[config.mk]
export PLATFORM = sky130hd
export DESIGN_NAME = lfoe_core
export DESIGN_NICKNAME = d
export VERILOG_FILES = /design/src/lfoe_pkg.sv /design/src/lfoe_pair_buffer.sv /design/src/lfoe_core.sv
export SDC_FILE = /design/constraint.sdc
export NUM_CORES = 2
export LEC_CHECK = 0
export BUFFER_PORTS_ARGS = -buffer_cell sky130_fd_sc_hd__buf_4
export CORE_MARGIN = 10
export CORE_UTILIZATION = 30
export CTS_CLUSTER_SIZE = 8
export DETAILED_ROUTE_END_ITERATION = 8
export PLACE_DENSITY = 0.57
export SLEW_MARGIN = 15
export SYNTH_ARGS = -nofsm -noshare
export SYNTH_HDL_FRONTEND = slang
export SYNTH_SLANG_ARGS = --single-unit
[constraint.sdc]
create_clock -name clock -period 28.5 [get_ports clock]
set_clock_uncertainty 0.2 [all_clocks]
set_input_delay 1.425 -clock clock [delete_from_list [all_inputs] [get_ports clock]]
set_output_delay 1.425 -clock clock [all_outputs]
set_load 0.05 [all_outputs]
[src/lfoe_pkg.sv]
/*
  constants of the layer fetch and output enable block.
  assumes a single 25 MHz system clock shared with the AHB slaves.
*/
// Contract
// - writing one to pixel clock enable starts the pixel clock unit; zero does nothing
// - writing one to sync enable starts horizontal and vertical sync; zero does nothing; the sync counters here advance only while pixel clock enable is set
// - writing one to display signal enable drives panel display-on; zero does nothing
// - writing one to backlight pwm enable starts the pwm generator; zero does nothing
// - source select zero fetches over AHB master 0, one over AHB master 1
// - burst setting 0 starts once one word fits; SINGLE, INCR and INCR4/8/16 allowed
// - burst setting 1 waits for four free words; INCR4, SINGLE, INCR used
// - burst setting 2 waits for eight free words; INCR8, SINGLE, INCR, INCR4 used
// - burst setting 3 waits for sixteen free words; INCR16 and all shorter used
// - defined length only zero allows INCR for 2-3 beats; one forbids INCR
// - rotation optimization active while its disable bit is zero, off when one
// - rotated fetch asserts AHB lock unless the lock disable bit is one
`default_nettype none
package lfoe_pkg;
  localparam logic [8:0] off_enable = 9'h020;
  localparam logic [8:0] off_disable = 9'h024;
  localparam logic [8:0] off_status = 9'h028;
  localparam logic [8:0] off_fetch_config = 9'h16c;
  localparam logic [8:0] off_fetch_base = 9'h170;
  localparam logic [8:0] off_fetch_words = 9'h174;
  localparam logic [8:0] off_fetch_control = 9'h178;
  localparam int pos_pixel_clock_enable = 0;
  localparam int pos_sync_generation_enable = 1;
  localparam int pos_display_signal_enable = 2;
  localparam int pos_backlight_pwm_enable = 3;
  localparam int pos_source_interface_select = 0;
  localparam int pos_burst_length_setting = 4;
  localparam int pos_defined_length_only = 8;
  localparam int pos_rotation_optimization_disable = 12;
  localparam int pos_rotation_lock_disable = 13;
  localparam int pos_rotate_fetch = 0;
  localparam int pos_fetch_busy = 4;
  localparam int pos_fifo_level = 8;
  localparam logic [31:0] reset_fetch_config = 32'h0000_0000;
  localparam logic [31:0] reset_fetch_base = 32'h0000_0000;
  localparam logic [15:0] reset_fetch_words = 16'h0000;
  localparam logic [1:0] burst_policy_one_word = 2'h0;
  localparam logic [1:0] burst_policy_four_words = 2'h1;
  localparam logic [1:0] burst_policy_eight_words = 2'h2;
  localparam logic [1:0] burst_policy_sixteen_words = 2'h3;
  localparam logic [1:0] htrans_idle = 2'h0;
  localparam logic [1:0] htrans_nonseq = 2'h2;
  localparam logic [1:0] htrans_seq = 2'h3;
  localparam logic [2:0] hburst_single = 3'h0;
  localparam logic [2:0] hburst_incr = 3'h1;
  localparam logic [2:0] hburst_incr4 = 3'h3;
  localparam logic [2:0] hburst_incr8 = 3'h5;
  localparam logic [2:0] hburst_incr16 = 3'h7;
  localparam int fifo_depth = 16;
  localparam logic [7:0] pixel_divide = 8'h02;
  localparam logic [15:0] line_total = 16'h0320;
  localparam logic [15:0] hsync_width = 16'h0060;
  localparam logic [15:0] frame_lines = 16'h020d;
  localparam logic [15:0] vsync_width = 16'h0002;
  localparam logic [7:0] pwm_duty = 8'h80;
  typedef enum logic [1:0] {
    lfoe_idle = 2'b00,
    lfoe_addr = 2'b01,
    lfoe_data = 2'b11
  } lfoe_state_t;
endpackage : lfoe_pkg
`default_nettype wire

[src/lfoe_pair_buffer.sv]
/*
  two-entry buffer with valid and ready on both sides.
  assumes both sides run on the same clock; outputs are registered.
*/
`timescale 1ns/1ps
`default_nettype none
module lfoe_pair_buffer #(
  parameter int unsigned width = 32
) (
  input wire logic clock, // system clock
  input wire logic rst, // async reset, active high
  input wire logic [width-1:0] in_data, // word offered
  input wire logic in_valid, // word offered is valid
  output logic in_ready, // room for a word
  output logic [width-1:0] out_data, // oldest word
  output logic out_valid, // oldest word is valid
  input wire logic out_ready // receiver takes the word
);
  logic [width-1:0] slot1;
  logic [1:0] count;
  logic [1:0] next_count;
  logic push;
  logic pop;

  assign push = in_valid && in_ready;
  assign pop = out_valid && out_ready;
  assign next_count = 2'(count + {1'b0, push} - {1'b0, pop});

  always_ff @(posedge clock or posedge rst) begin
    if (rst) begin
      count <= 2'h0;
      out_valid <= 1'b0;
      in_ready <= 1'b0;
    end else begin
      count <= next_count;
      out_valid <= (next_count != 2'h0);
      // ready falls only when both slots hold words, so a stall loses nothing
      in_ready <= (next_count != 2'h2);
    end
  end

  always_ff @(posedge clock or posedge rst) begin
    if (rst) begin
      out_data <= '0;
      slot1 <= '0;
    end else if (push && pop) begin
      if (count == 2'h1) begin
        out_data <= in_data;
      end else begin
        out_data <= slot1;
        slot1 <= in_data;
      end
    end else if (pop) begin
      out_data <= slot1;
    end else if (push) begin
      if (count == 2'h0) begin
        out_data <= in_data;
      end else begin
        slot1 <= in_data;
      end
    end
  end
endmodule : lfoe_pair_buffer
`default_nettype wire

[src/lfoe_core.sv]
/*
  display output enables and layer fetch engine with Avalon-MM registers.
  assumes the AHB slaves, the panel and the register master share the clock.
*/
`timescale 1ns/1ps
`default_nettype none
module lfoe_core (
  input wire logic clock, // system clock, 25 MHz
  input wire logic rst, // async reset, active high
  input wire logic [8:0] address, // avalon byte address
  input wire logic read, // avalon read
  input wire logic write, // avalon write
  input wire logic [31:0] writedata, // avalon write data
  input wire logic [3:0] byteenable, // avalon byte lanes
  output logic [31:0] readdata, // avalon read data
  output logic waitrequest, // avalon wait
  output logic pixel_clock_out, // divided pixel clock level
  output logic horizontal_sync_out, // line sync
  output logic vertical_sync_out, // frame sync
  output logic panel_display_on_out, // panel display-on
  output logic backlight_pwm_out, // backlight pwm
  output logic [1:0] h0_htrans, // ahb master 0 transfer type
  output logic [31:0] h0_haddr, // ahb master 0 address
  output logic [2:0] h0_hburst, // ahb master 0 burst
  output logic h0_hlock, // ahb master 0 lock
  input wire logic h0_hready, // ahb master 0 ready
  input wire logic [31:0] h0_hrdata, // ahb master 0 read data
  output logic [1:0] h1_htrans, // ahb master 1 transfer type
  output logic [31:0] h1_haddr, // ahb master 1 address
  output logic [2:0] h1_hburst, // ahb master 1 burst
  output logic h1_hlock, // ahb master 1 lock
  input wire logic h1_hready, // ahb master 1 ready
  input wire logic [31:0] h1_hrdata, // ahb master 1 read data
  output logic [31:0] pixel_data, // fetched word
  output logic pixel_valid, // fetched word valid
  input wire logic pixel_ready // consumer takes the word
);
  logic [31:0] wmask;
  logic bus_write;
  logic bus_read;
  logic [31:0] enable_strobe;
  logic [31:0] disable_strobe;
  logic pixel_clock_enable;
  logic sync_generation_enable;
  logic display_signal_enable;
  logic backlight_pwm_enable;
  logic [31:0] overlay_one_fetch_config;
  logic [31:0] fetch_base;
  logic [15:0] fetch_words;
  logic rotate_fetch;
  logic source_interface_select;
  logic [1:0] burst_length_setting;
  logic defined_length_only;
  logic rotation_optimization_disable;
  logic rotation_lock_disable;

  assign wmask = {{8{byteenable[3]}}, {8{byteenable[2]}}, {8{byteenable[1]}},
                  {8{byteenable[0]}}};
  // the write lands at the edge where the master sees waitrequest low
  assign bus_write = write && !waitrequest;
  assign bus_read = read && waitrequest;
  assign enable_strobe = (bus_write && address == lfoe_pkg::off_enable) ?
                         (writedata & wmask) : 32'h0;
  assign disable_strobe = (bus_write && address == lfoe_pkg::off_disable) ?
                          (writedata & wmask) : 32'h0;
  assign source_interface_select =
    overlay_one_fetch_config[lfoe_pkg::pos_source_interface_select];
  assign burst_length_setting =
    overlay_one_fetch_config[lfoe_pkg::pos_burst_length_setting +: 2];
  assign defined_length_only =
    overlay_one_fetch_config[lfoe_pkg::pos_defined_length_only];
  assign rotation_optimization_disable =
    overlay_one_fetch_config[lfoe_pkg::pos_rotation_optimization_disable];
  assign rotation_lock_disable =
    overlay_one_fetch_config[lfoe_pkg::pos_rotation_lock_disable];

  // one wait cycle, then one cycle with waitrequest low
  always_ff @(posedge clock or posedge rst) begin
    if (rst) begin
      waitrequest <= 1'b1;
    end else if ((read || write) && waitrequest) begin
      waitrequest <= 1'b0;
    end else begin
      waitrequest <= 1'b1;
    end
  end

  // enables set on a one and clear only through the separate disable word
  always_ff @(posedge clock or posedge rst) begin
    if (rst) begin
      pixel_clock_enable <= 1'b0;
      sync_generation_enable <= 1'b0;
      display_signal_enable <= 1'b0;
      backlight_pwm_enable <= 1'b0;
    end else begin
      if (enable_strobe[lfoe_pkg::pos_pixel_clock_enable]) begin
        pixel_clock_enable <= 1'b1;
      end else if (disable_strobe[lfoe_pkg::pos_pixel_clock_enable]) begin
        pixel_clock_enable <= 1'b0;
      end
      if (enable_strobe[lfoe_pkg::pos_sync_generation_enable]) begin
        sync_generation_enable <= 1'b1;
      end else if (disable_strobe[lfoe_pkg::pos_sync_generation_enable]) begin
        sync_generation_enable <= 1'b0;
      end
      if (enable_strobe[lfoe_pkg::pos_display_signal_enable]) begin
        display_signal_enable <= 1'b1;
      end else if (disable_strobe[lfoe_pkg::pos_display_signal_enable]) begin
        display_signal_enable <= 1'b0;
      end
      if (enable_strobe[lfoe_pkg::pos_backlight_pwm_enable]) begin
        backlight_pwm_enable <= 1'b1;
      end else if (disable_strobe[lfoe_pkg::pos_backlight_pwm_enable]) begin
        backlight_pwm_enable <= 1'b0;
      end
    end
  end

  always_ff @(posedge clock or posedge rst) begin
    if (rst) begin
      overlay_one_fetch_config <= lfoe_pkg::reset_fetch_config;
      fetch_base <= lfoe_pkg::reset_fetch_base;
      fetch_words <= lfoe_pkg::reset_fetch_words;
      rotate_fetch <= 1'b0;
    end else if (bus_write) begin
      if (address == lfoe_pkg::off_fetch_config) begin
        overlay_one_fetch_config <= ((overlay_one_fetch_config & ~wmask) |
                                     (writedata & wmask)) & 32'h0000_3131;
      end else if (address == lfoe_pkg::off_fetch_base) begin
        fetch_base <= ((fetch_base & ~wmask) | (writedata & wmask)) & 32'hffff_fffc;
      end else if (address == lfoe_pkg::off_fetch_words) begin
        fetch_words <= (fetch_words & ~wmask[15:0]) | (writedata[15:0] & wmask[15:0]);
      end else if (address == lfoe_pkg::off_fetch_control && byteenable[0]) begin
        rotate_fetch <= writedata[lfoe_pkg::pos_rotate_fetch];
      end
    end
  end

  // pixel clock, sync and pwm generation
  logic [7:0] pix_div;
  logic pix_tick;
  logic [15:0] h_count;
  logic [15:0] v_count;
  logic [7:0] pwm_count;

  assign pix_tick = pixel_clock_enable && (pix_div == 8'(lfoe_pkg::pixel_divide - 8'h01));

  always_ff @(posedge clock or posedge rst) begin
    if (rst) begin
      pix_div <= 8'h00;
      pixel_clock_out <= 1'b0;
    end else if (!pixel_clock_enable) begin
      pix_div <= 8'h00;
      pixel_clock_out <= 1'b0;
    end else begin
      pix_div <= pix_tick ? 8'h00 : 8'(pix_div + 8'h01);
      if (pix_tick) begin
        pixel_clock_out <= !pixel_clock_out;
      end
    end
  end

  always_ff @(posedge clock or posedge rst) begin
    if (rst) begin
      h_count <= 16'h0000;
      v_count <= 16'h0000;
      horizontal_sync_out <= 1'b0;
      vertical_sync_out <= 1'b0;
    end else if (!sync_generation_enable) begin
      h_count <= 16'h0000;
      v_count <= 16'h0000;
      horizontal_sync_out <= 1'b0;
      vertical_sync_out <= 1'b0;
    end else if (pix_tick) begin
      if (h_count == 16'(lfoe_pkg::line_total - 16'h0001)) begin
        h_count <= 16'h0000;
        v_count <= (v_count == 16'(lfoe_pkg::frame_lines - 16'h0001)) ? 16'h0000 :
                   16'(v_count + 16'h0001);
      end else begin
        h_count <= 16'(h_count + 16'h0001);
      end
      horizontal_sync_out <= (h_count < lfoe_pkg::hsync_width);
      vertical_sync_out <= (v_count < lfoe_pkg::vsync_width);
    end
  end

  always_ff @(posedge clock or posedge rst) begin
    if (rst) begin
      panel_display_on_out <= 1'b0;
      pwm_count <= 8'h00;
      backlight_pwm_out <= 1'b0;
    end else begin
      panel_display_on_out <= display_signal_enable;
      pwm_count <= backlight_pwm_enable ? 8'(pwm_count + 8'h01) : 8'h00;
      backlight_pwm_out <= backlight_pwm_enable && (pwm_count < lfoe_pkg::pwm_duty);
    end
  end

  // fetch fifo and burst engine
  logic [31:0] fifo_mem [lfoe_pkg::fifo_depth];
  logic [3:0] fifo_wr;
  logic [3:0] fifo_rd;
  logic [4:0] fifo_count;
  logic [4:0] fifo_free;
  logic fifo_push;
  logic fifo_pop;
  logic buf_ready;
  lfoe_pkg::lfoe_state_t state;
  logic bus_sel;
  logic [1:0] htrans;
  logic [31:0] haddr;
  logic to_h1;
  logic data_phase;
  logic [4:0] addr_left;
  logic [4:0] data_left;
  logic [31:0] fetch_addr;
  logic [15:0] words_left;
  logic sel_hready;
  logic [31:0] sel_hrdata;
  logic [4:0] threshold;
  logic [4:0] max_burst;
  logic [4:0] cap;
  logic [4:0] beats;
  logic [2:0] burst_code;
  logic start;

  assign fifo_free = 5'(5'd16 - fifo_count);
  assign sel_hready = bus_sel ? h1_hready : h0_hready;
  assign sel_hrdata = bus_sel ? h1_hrdata : h0_hrdata;
  assign fifo_push = (state != lfoe_pkg::lfoe_idle) && sel_hready && data_phase;
  assign fifo_pop = (fifo_count != 5'h00) && buf_ready;
  assign to_h1 = source_interface_select;
  assign htrans = bus_sel ? h1_htrans : h0_htrans;
  assign haddr = bus_sel ? h1_haddr : h0_haddr;

  always_comb begin
    case (burst_length_setting)
      lfoe_pkg::burst_policy_four_words: threshold = 5'd4;
      lfoe_pkg::burst_policy_eight_words: threshold = 5'd8;
      lfoe_pkg::burst_policy_sixteen_words: threshold = 5'd16;
      default: threshold = 5'd1;
    endcase
    max_burst = (burst_length_setting == lfoe_pkg::burst_policy_one_word) ? 5'd16 :
                threshold;
    cap = fifo_free;
    if ({11'h000, cap} > words_left) begin
      cap = words_left[4:0];
    end
    if (cap > max_burst) begin
      cap = max_burst;
    end
    // without the optimization a rotated layer is read one word per access
    if (rotate_fetch && rotation_optimization_disable) begin
      cap = 5'd1;
    end
    if (cap >= 5'd16) begin
      beats = 5'd16;
      burst_code = lfoe_pkg::hburst_incr16;
    end else if (cap >= 5'd8) begin
      beats = 5'd8;
      burst_code = lfoe_pkg::hburst_incr8;
    end else if (cap >= 5'd4) begin
      beats = 5'd4;
      burst_code = lfoe_pkg::hburst_incr4;
    end else if (cap >= 5'd2 && !defined_length_only) begin
      beats = cap;
      burst_code = lfoe_pkg::hburst_incr;
    end else begin
      beats = 5'd1;
      burst_code = lfoe_pkg::hburst_single;
    end
  end

  // a short tail below the threshold still goes once it fits entirely
  assign start = (state == lfoe_pkg::lfoe_idle) && pixel_clock_enable &&
                 (words_left != 16'h0000) && (cap != 5'h00) &&
                 ((fifo_free >= threshold) || ({11'h000, fifo_free} >= words_left));

  always_ff @(posedge clock or posedge rst) begin
    if (rst) begin
      state <= lfoe_pkg::lfoe_idle;
      bus_sel <= 1'b0;
      h0_htrans <= lfoe_pkg::htrans_idle;
      h1_htrans <= lfoe_pkg::htrans_idle;
      h0_haddr <= 32'h0;
      h1_haddr <= 32'h0;
      h0_hburst <= lfoe_pkg::hburst_single;
      h1_hburst <= lfoe_pkg::hburst_single;
      h0_hlock <= 1'b0;
      h1_hlock <= 1'b0;
      data_phase <= 1'b0;
      addr_left <= 5'h00;
      data_left <= 5'h00;
      fetch_addr <= 32'h0;
      words_left <= 16'h0000;
    end else if (start) begin
      state <= lfoe_pkg::lfoe_addr;
      bus_sel <= source_interface_select;
      // unselected master stays idle
      h0_htrans <= to_h1 ? lfoe_pkg::htrans_idle : lfoe_pkg::htrans_nonseq;
      h1_htrans <= to_h1 ? lfoe_pkg::htrans_nonseq : lfoe_pkg::htrans_idle;
      h0_haddr <= to_h1 ? 32'h0 : fetch_addr;
      h1_haddr <= to_h1 ? fetch_addr : 32'h0;
      h0_hburst <= to_h1 ? lfoe_pkg::hburst_single : burst_code;
      h1_hburst <= to_h1 ? burst_code : lfoe_pkg::hburst_single;
      h0_hlock <= !to_h1 && rotate_fetch && !rotation_lock_disable;
      h1_hlock <= to_h1 && rotate_fetch && !rotation_lock_disable;
      addr_left <= beats;
      data_left <= beats;
      data_phase <= 1'b0;
      fetch_addr <= fetch_addr + {25'h0, beats, 2'b00};
      words_left <= 16'(words_left - {11'h000, beats});
    end else if (state == lfoe_pkg::lfoe_idle) begin
      if (!pixel_clock_enable || words_left == 16'h0000) begin
        // a new frame restarts from the programmed base
        fetch_addr <= fetch_base;
        words_left <= pixel_clock_enable ? fetch_words : 16'h0000;
      end
    end else if (sel_hready) begin
      data_phase <= (htrans != lfoe_pkg::htrans_idle);
      if (htrans != lfoe_pkg::htrans_idle) begin
        addr_left <= 5'(addr_left - 5'h01);
        if (addr_left > 5'h01 && bus_sel) begin
          h1_htrans <= lfoe_pkg::htrans_seq;
          h1_haddr <= haddr + 32'h4;
        end else if (addr_left > 5'h01) begin
          h0_htrans <= lfoe_pkg::htrans_seq;
          h0_haddr <= haddr + 32'h4;
        end else begin
          h0_htrans <= lfoe_pkg::htrans_idle;
          h1_htrans <= lfoe_pkg::htrans_idle;
          state <= lfoe_pkg::lfoe_data;
        end
      end
      if (data_phase) begin
        data_left <= 5'(data_left - 5'h01);
        if (data_left == 5'h01) begin
          state <= lfoe_pkg::lfoe_idle;
          h0_hlock <= 1'b0;
          h1_hlock <= 1'b0;
          data_phase <= 1'b0;
        end
      end
    end
  end

  always_ff @(posedge clock) begin
    if (fifo_push) begin
      fifo_mem[fifo_wr] <= sel_hrdata;
    end
  end

  always_ff @(posedge clock or posedge rst) begin
    if (rst) begin
      fifo_wr <= 4'h0;
      fifo_rd <= 4'h0;
      fifo_count <= 5'h00;
    end else begin
      if (fifo_push) begin
        fifo_wr <= 4'(fifo_wr + 4'h1);
      end
      if (fifo_pop) begin
        fifo_rd <= 4'(fifo_rd + 4'h1);
      end
      fifo_count <= 5'(fifo_count + {4'h0, fifo_push} - {4'h0, fifo_pop});
    end
  end

  lfoe_pair_buffer #(
    .width(32)
  ) u_out_buffer (
    .clock(clock),
    .rst(rst),
    .in_data(fifo_mem[fifo_rd]),
    .in_valid(fifo_count != 5'h00),
    .in_ready(buf_ready),
    .out_data(pixel_data),
    .out_valid(pixel_valid),
    .out_ready(pixel_ready)
  );

  always_ff @(posedge clock or posedge rst) begin
    if (rst) begin
      readdata <= 32'h0;
    end else if (bus_read) begin
      if (address == lfoe_pkg::off_status) begin
        readdata <= {19'h0, fifo_count, 3'h0, (state != lfoe_pkg::lfoe_idle),
                     backlight_pwm_enable, display_signal_enable,
                     sync_generation_enable, pixel_clock_enable};
      end else if (address == lfoe_pkg::off_fetch_config) begin
        readdata <= overlay_one_fetch_config;
      end else if (address == lfoe_pkg::off_fetch_base) begin
        readdata <= fetch_base;
      end else if (address == lfoe_pkg::off_fetch_words) begin
        readdata <= {16'h0, fetch_words};
      end else if (address == lfoe_pkg::off_fetch_control) begin
        readdata <= {31'h0, rotate_fetch};
      end else begin
        readdata <= 32'h0;
      end
    end
  end
endmodule : lfoe_core
`default_nettype wire

==> summary.txt <==
Power and ir drop
  • Tot Pwr: between 4 and 5 mW
  • Combinational Power Share: 0.297
  • Switching pwr: 1.35 mW
  • Pleak: approximately 18 nW
  • Switching part of the total power: 0.335
  • Power Internal: 2.67 mW
  • Clk pwr share: 0.338
  • Peak supply drop: 0.0844 mV
  • Pwr dens: just under 90 mW/mm^2
  • Sequential power share: 0.365

Cells and area
  • Commonest cells after routing, fill and taps aside: edfxtp_1 (512), dfrtp_1 (356), buf_4 (315)
  • Synth-to-Final Area Change: 19.6%
  • Post-layout nets: roughly 3,400
  • Area of the multi-input gates: 0.0136 mm^2
  • FILL cells: approximately 12,000
  • Commonest non-fill, non-tap cell in the layout: edfxtp_1
  • Fraction of layout cells with a size suffix above 1: 0.205
  • Final Non-Filler Cells: between 5,000 and 6,000
  • Reg area: between 0.02 and 0.025 mm^2

Worst setup path
  • Delay-heaviest family, CP: compound AO/OA/AOI/OAI gates
  • Crit end category: flop
  • CP Class: flop to flop
  • Crit-path max FO: 10
  • CP max-delay cell: nor2_1
  • Slowest cell delay on critical path: around 0.58 ns
  • Worst Path Arrival: approximately 7.9 ns
  • Req. time, crit path: between 20 and 30 ns
  • WP buf/inv: 4
  • CP most frequent cell: ha_1
  • Levels on crit path: 27
  • CP startpoint kind: flop
  • Worst Reg-to-Reg Cells: 27

Global route
  • Antenna violations before repair: 1
  • GR Util met2: 0.250
  • Grt ovf: 0
  • Met3 Track Usage GR: 0.0384
  • Global Route met1 Usage: 0.191
  • Tot GR Track Use: 0.151
  • Largest net degree at the start of global routing: 123
  • Number of global-route vias before repair: between 20,000 and 30,000
  • Global-route wire length before repair: 169,000 um
  • Busiest grt layer: met2

STA
  • Worst-Margin Slew: ~1.1 ns
  • Final Max Tran Viols: 0
  • Setup TNS: 0 ns
  • Endpoints failing setup: 0
  • Final worst hold slack: 0.213 ns
  • Achievable clock frequency: ~0.13 GHz
  • Crit path time final: 7.45 ns
  • Final hold violations: 0
  • Max_slew headroom: 0.238
  • Crit share post-route: 0.261
  • RSZ-0062 raised after global routing: no
  • Final WS setup: roughly 21 ns

Drt
  • Final wirelength: around 110,000 um
  • Initial DRC Count: 1,932
  • Via-to-Cell Ratio: roughly 5
  • Final routed DRC violation total: 0
  • Via count: 25,800
  • DR pass1 iterations: 6
  • Remaining antenna violation count after routing: 0
  • WL/cell: 22.3 um

Placement
  • Pre-CTS setup slack: ~21 ns
  • DP HPWL: between 60,000 and 70,000 um
  • Gpl congestion: about 0.85
  • Input/output buffers: 262
  • Placed insts: 4,825

CTS
  • Post_cts resized: 0
  • CTS tree: done
  • CTS H-tree depth: 3
  • Clock-pin slew on the worst setup and hold paths: approximately 0.05 ns
  • CTS root buf: clkbuf_16
  • CTS Buf Count: 120
  • Clk buf depth: 3
  • Clock network latency to the later pin of the worst-skew pair: 0.74 ns
  • Clock sink count: 872
  • Number of post-CTS setup repair buffers: 0
  • Hold-fix buffers, CTS: 0

Die
  • Die ar.: about 0.14 mm^2
  • Num ports: ~260
  • Die width: between 300 and 400 um
  • Rows: 131
  • Initial Utilization: 0.303
  • DIE HEIGHT: 380 um
  • Core Area: 0.128 mm^2

Synthesis
  • Post-synthesis cell area: 0.0388 mm^2
  • EDFF count, synth: 512
  • Largest cells by area after synthesis: edfxtp_1 (40%), dfrtp_1 (23%), mux2i_1 (4.3%)
  • Synthesized area per cell: 13.2 um^2
  • Top cell type's share of synthesized area: 0.396
  • Synth Instances: about 2,900
  • Count of different cell masters after synthesis: between 80 and 90
  • Async SR Flop Fraction: 0.413
  • Sequential area share after synthesis: 0.628
  • Largest area contributor in the netlist: edfxtp_1
  • Seq cells post-synth: 872
  • Synth Flop Type: edfxtp_1
  • Synth warn: 0
  • Post-Syn Nets: 3,117

Min path
  • Hold Crit Class: flop to flop
  • Worst hold stages: 0

Flow run
  • Max-Cap Viols: 0

Outcome
  • Status: completed
==> registers in the layout, indices dropped and copies added (netlist names), 30 cells and up <==
name / flops
h1_haddr: 32
h0_haddr: 32
fetch_base: 30
u_out_buffer.slot1: 32
fifo_mem: 512
readdata: 32
fetch_addr: 30
u_out_buffer.out_data: 32
==> power groups by stage <==
| stage | Sequential [mW] | Clock [mW] | Combinational, mW |
|---|---|---|---|
| 2_1_floorplan | 1.54 | 0 | 0.818 |
| 5_1_grt | 1.48 | 1.45 | 1.31 |
| 4_1_cts | 1.47 | 1.39 | 1.20 |
| 6_report | 1.47 | 1.36 | 1.20 |
| 3_5_place_dp | 1.50 | 0 | 1.20 |
| 3_3_place_gp | 1.49 | 0 | 1.19 |
==> per-layer routing <==
| metal | up-vias | wire [um] |
|---|---|---|
| met5 | - | 0 |
| met4 | 0 | 3150 |
| met3 | 173 | 7290 |
| met2 | 757 | 54200 |
| met1 | 13100 | 47500 |
| li1 | 11800 | - |
==> synth_stat cells, drive strengths merged (54+ instances only) <==
| master | n |
|---|---|
| o21ai | 162 |
| inv | 75 |
| mux2 | 102 |
| mux2i | 168 |
| nand2 | 248 |
| dfrtp | 359 |
| edfxtp | 512 |
| ha | 54 |
| nand3 | 107 |
| clkbuf | 115 |
| a21oi | 149 |
| nor2 | 126 |
| a221oi | 72 |
| mux4 | 64 |
==> worst paths after layout <==
check                                       from                         to  slack (ns)
setup / recovery                   fifo_count[1]             fetch_addr[24]       21.05
hold / removal             display_signal_enable       panel_display_on_out        0.21
setup reg to reg                   fifo_count[1]             fetch_addr[24]       21.05
hold reg to reg            display_signal_enable       panel_display_on_out        0.21
max in group asynchronous                    rst               pwm_count[1]       25.27
min in group asynchronous                    rst  u_out_buffer.out_data[21]        0.63
==> metrics by stage <==
step	util	area, um^2
floorplan	-	38800
global placement	0.335	42800
detailed placement	0.335	42800
CTS	0.363	46400
global route	0.363	46400
finish	0.363	46400
==> kinds of logic (layout without fill, tap and decap cells) <==
logic type      Yosys count  count (layout)  share of synthesized area
flops                   872             872                      0.628
mux                     334             334                      0.110
fa+ha+maj                57              57                     0.0189
simple gates            710             710                     0.0884
buf+inv                 240             604                     0.0244
xor+xnor                 81              81                     0.0183
compound gates          649             649                      0.112
other cells               1               3                  0.0000966
==> cell type report <==
class                   instances  area share
diodes                          2    0.000108
flip-flops and latches        872       0.525
clock buffers                 204      0.0723
multi-input cells            1832       0.293
repair buffers                317      0.0518
well taps                    1729      0.0466
inverters                      75     0.00622
clock inverters                 8     0.00517
Note: power is estimated with default switching activity, not from simulation.
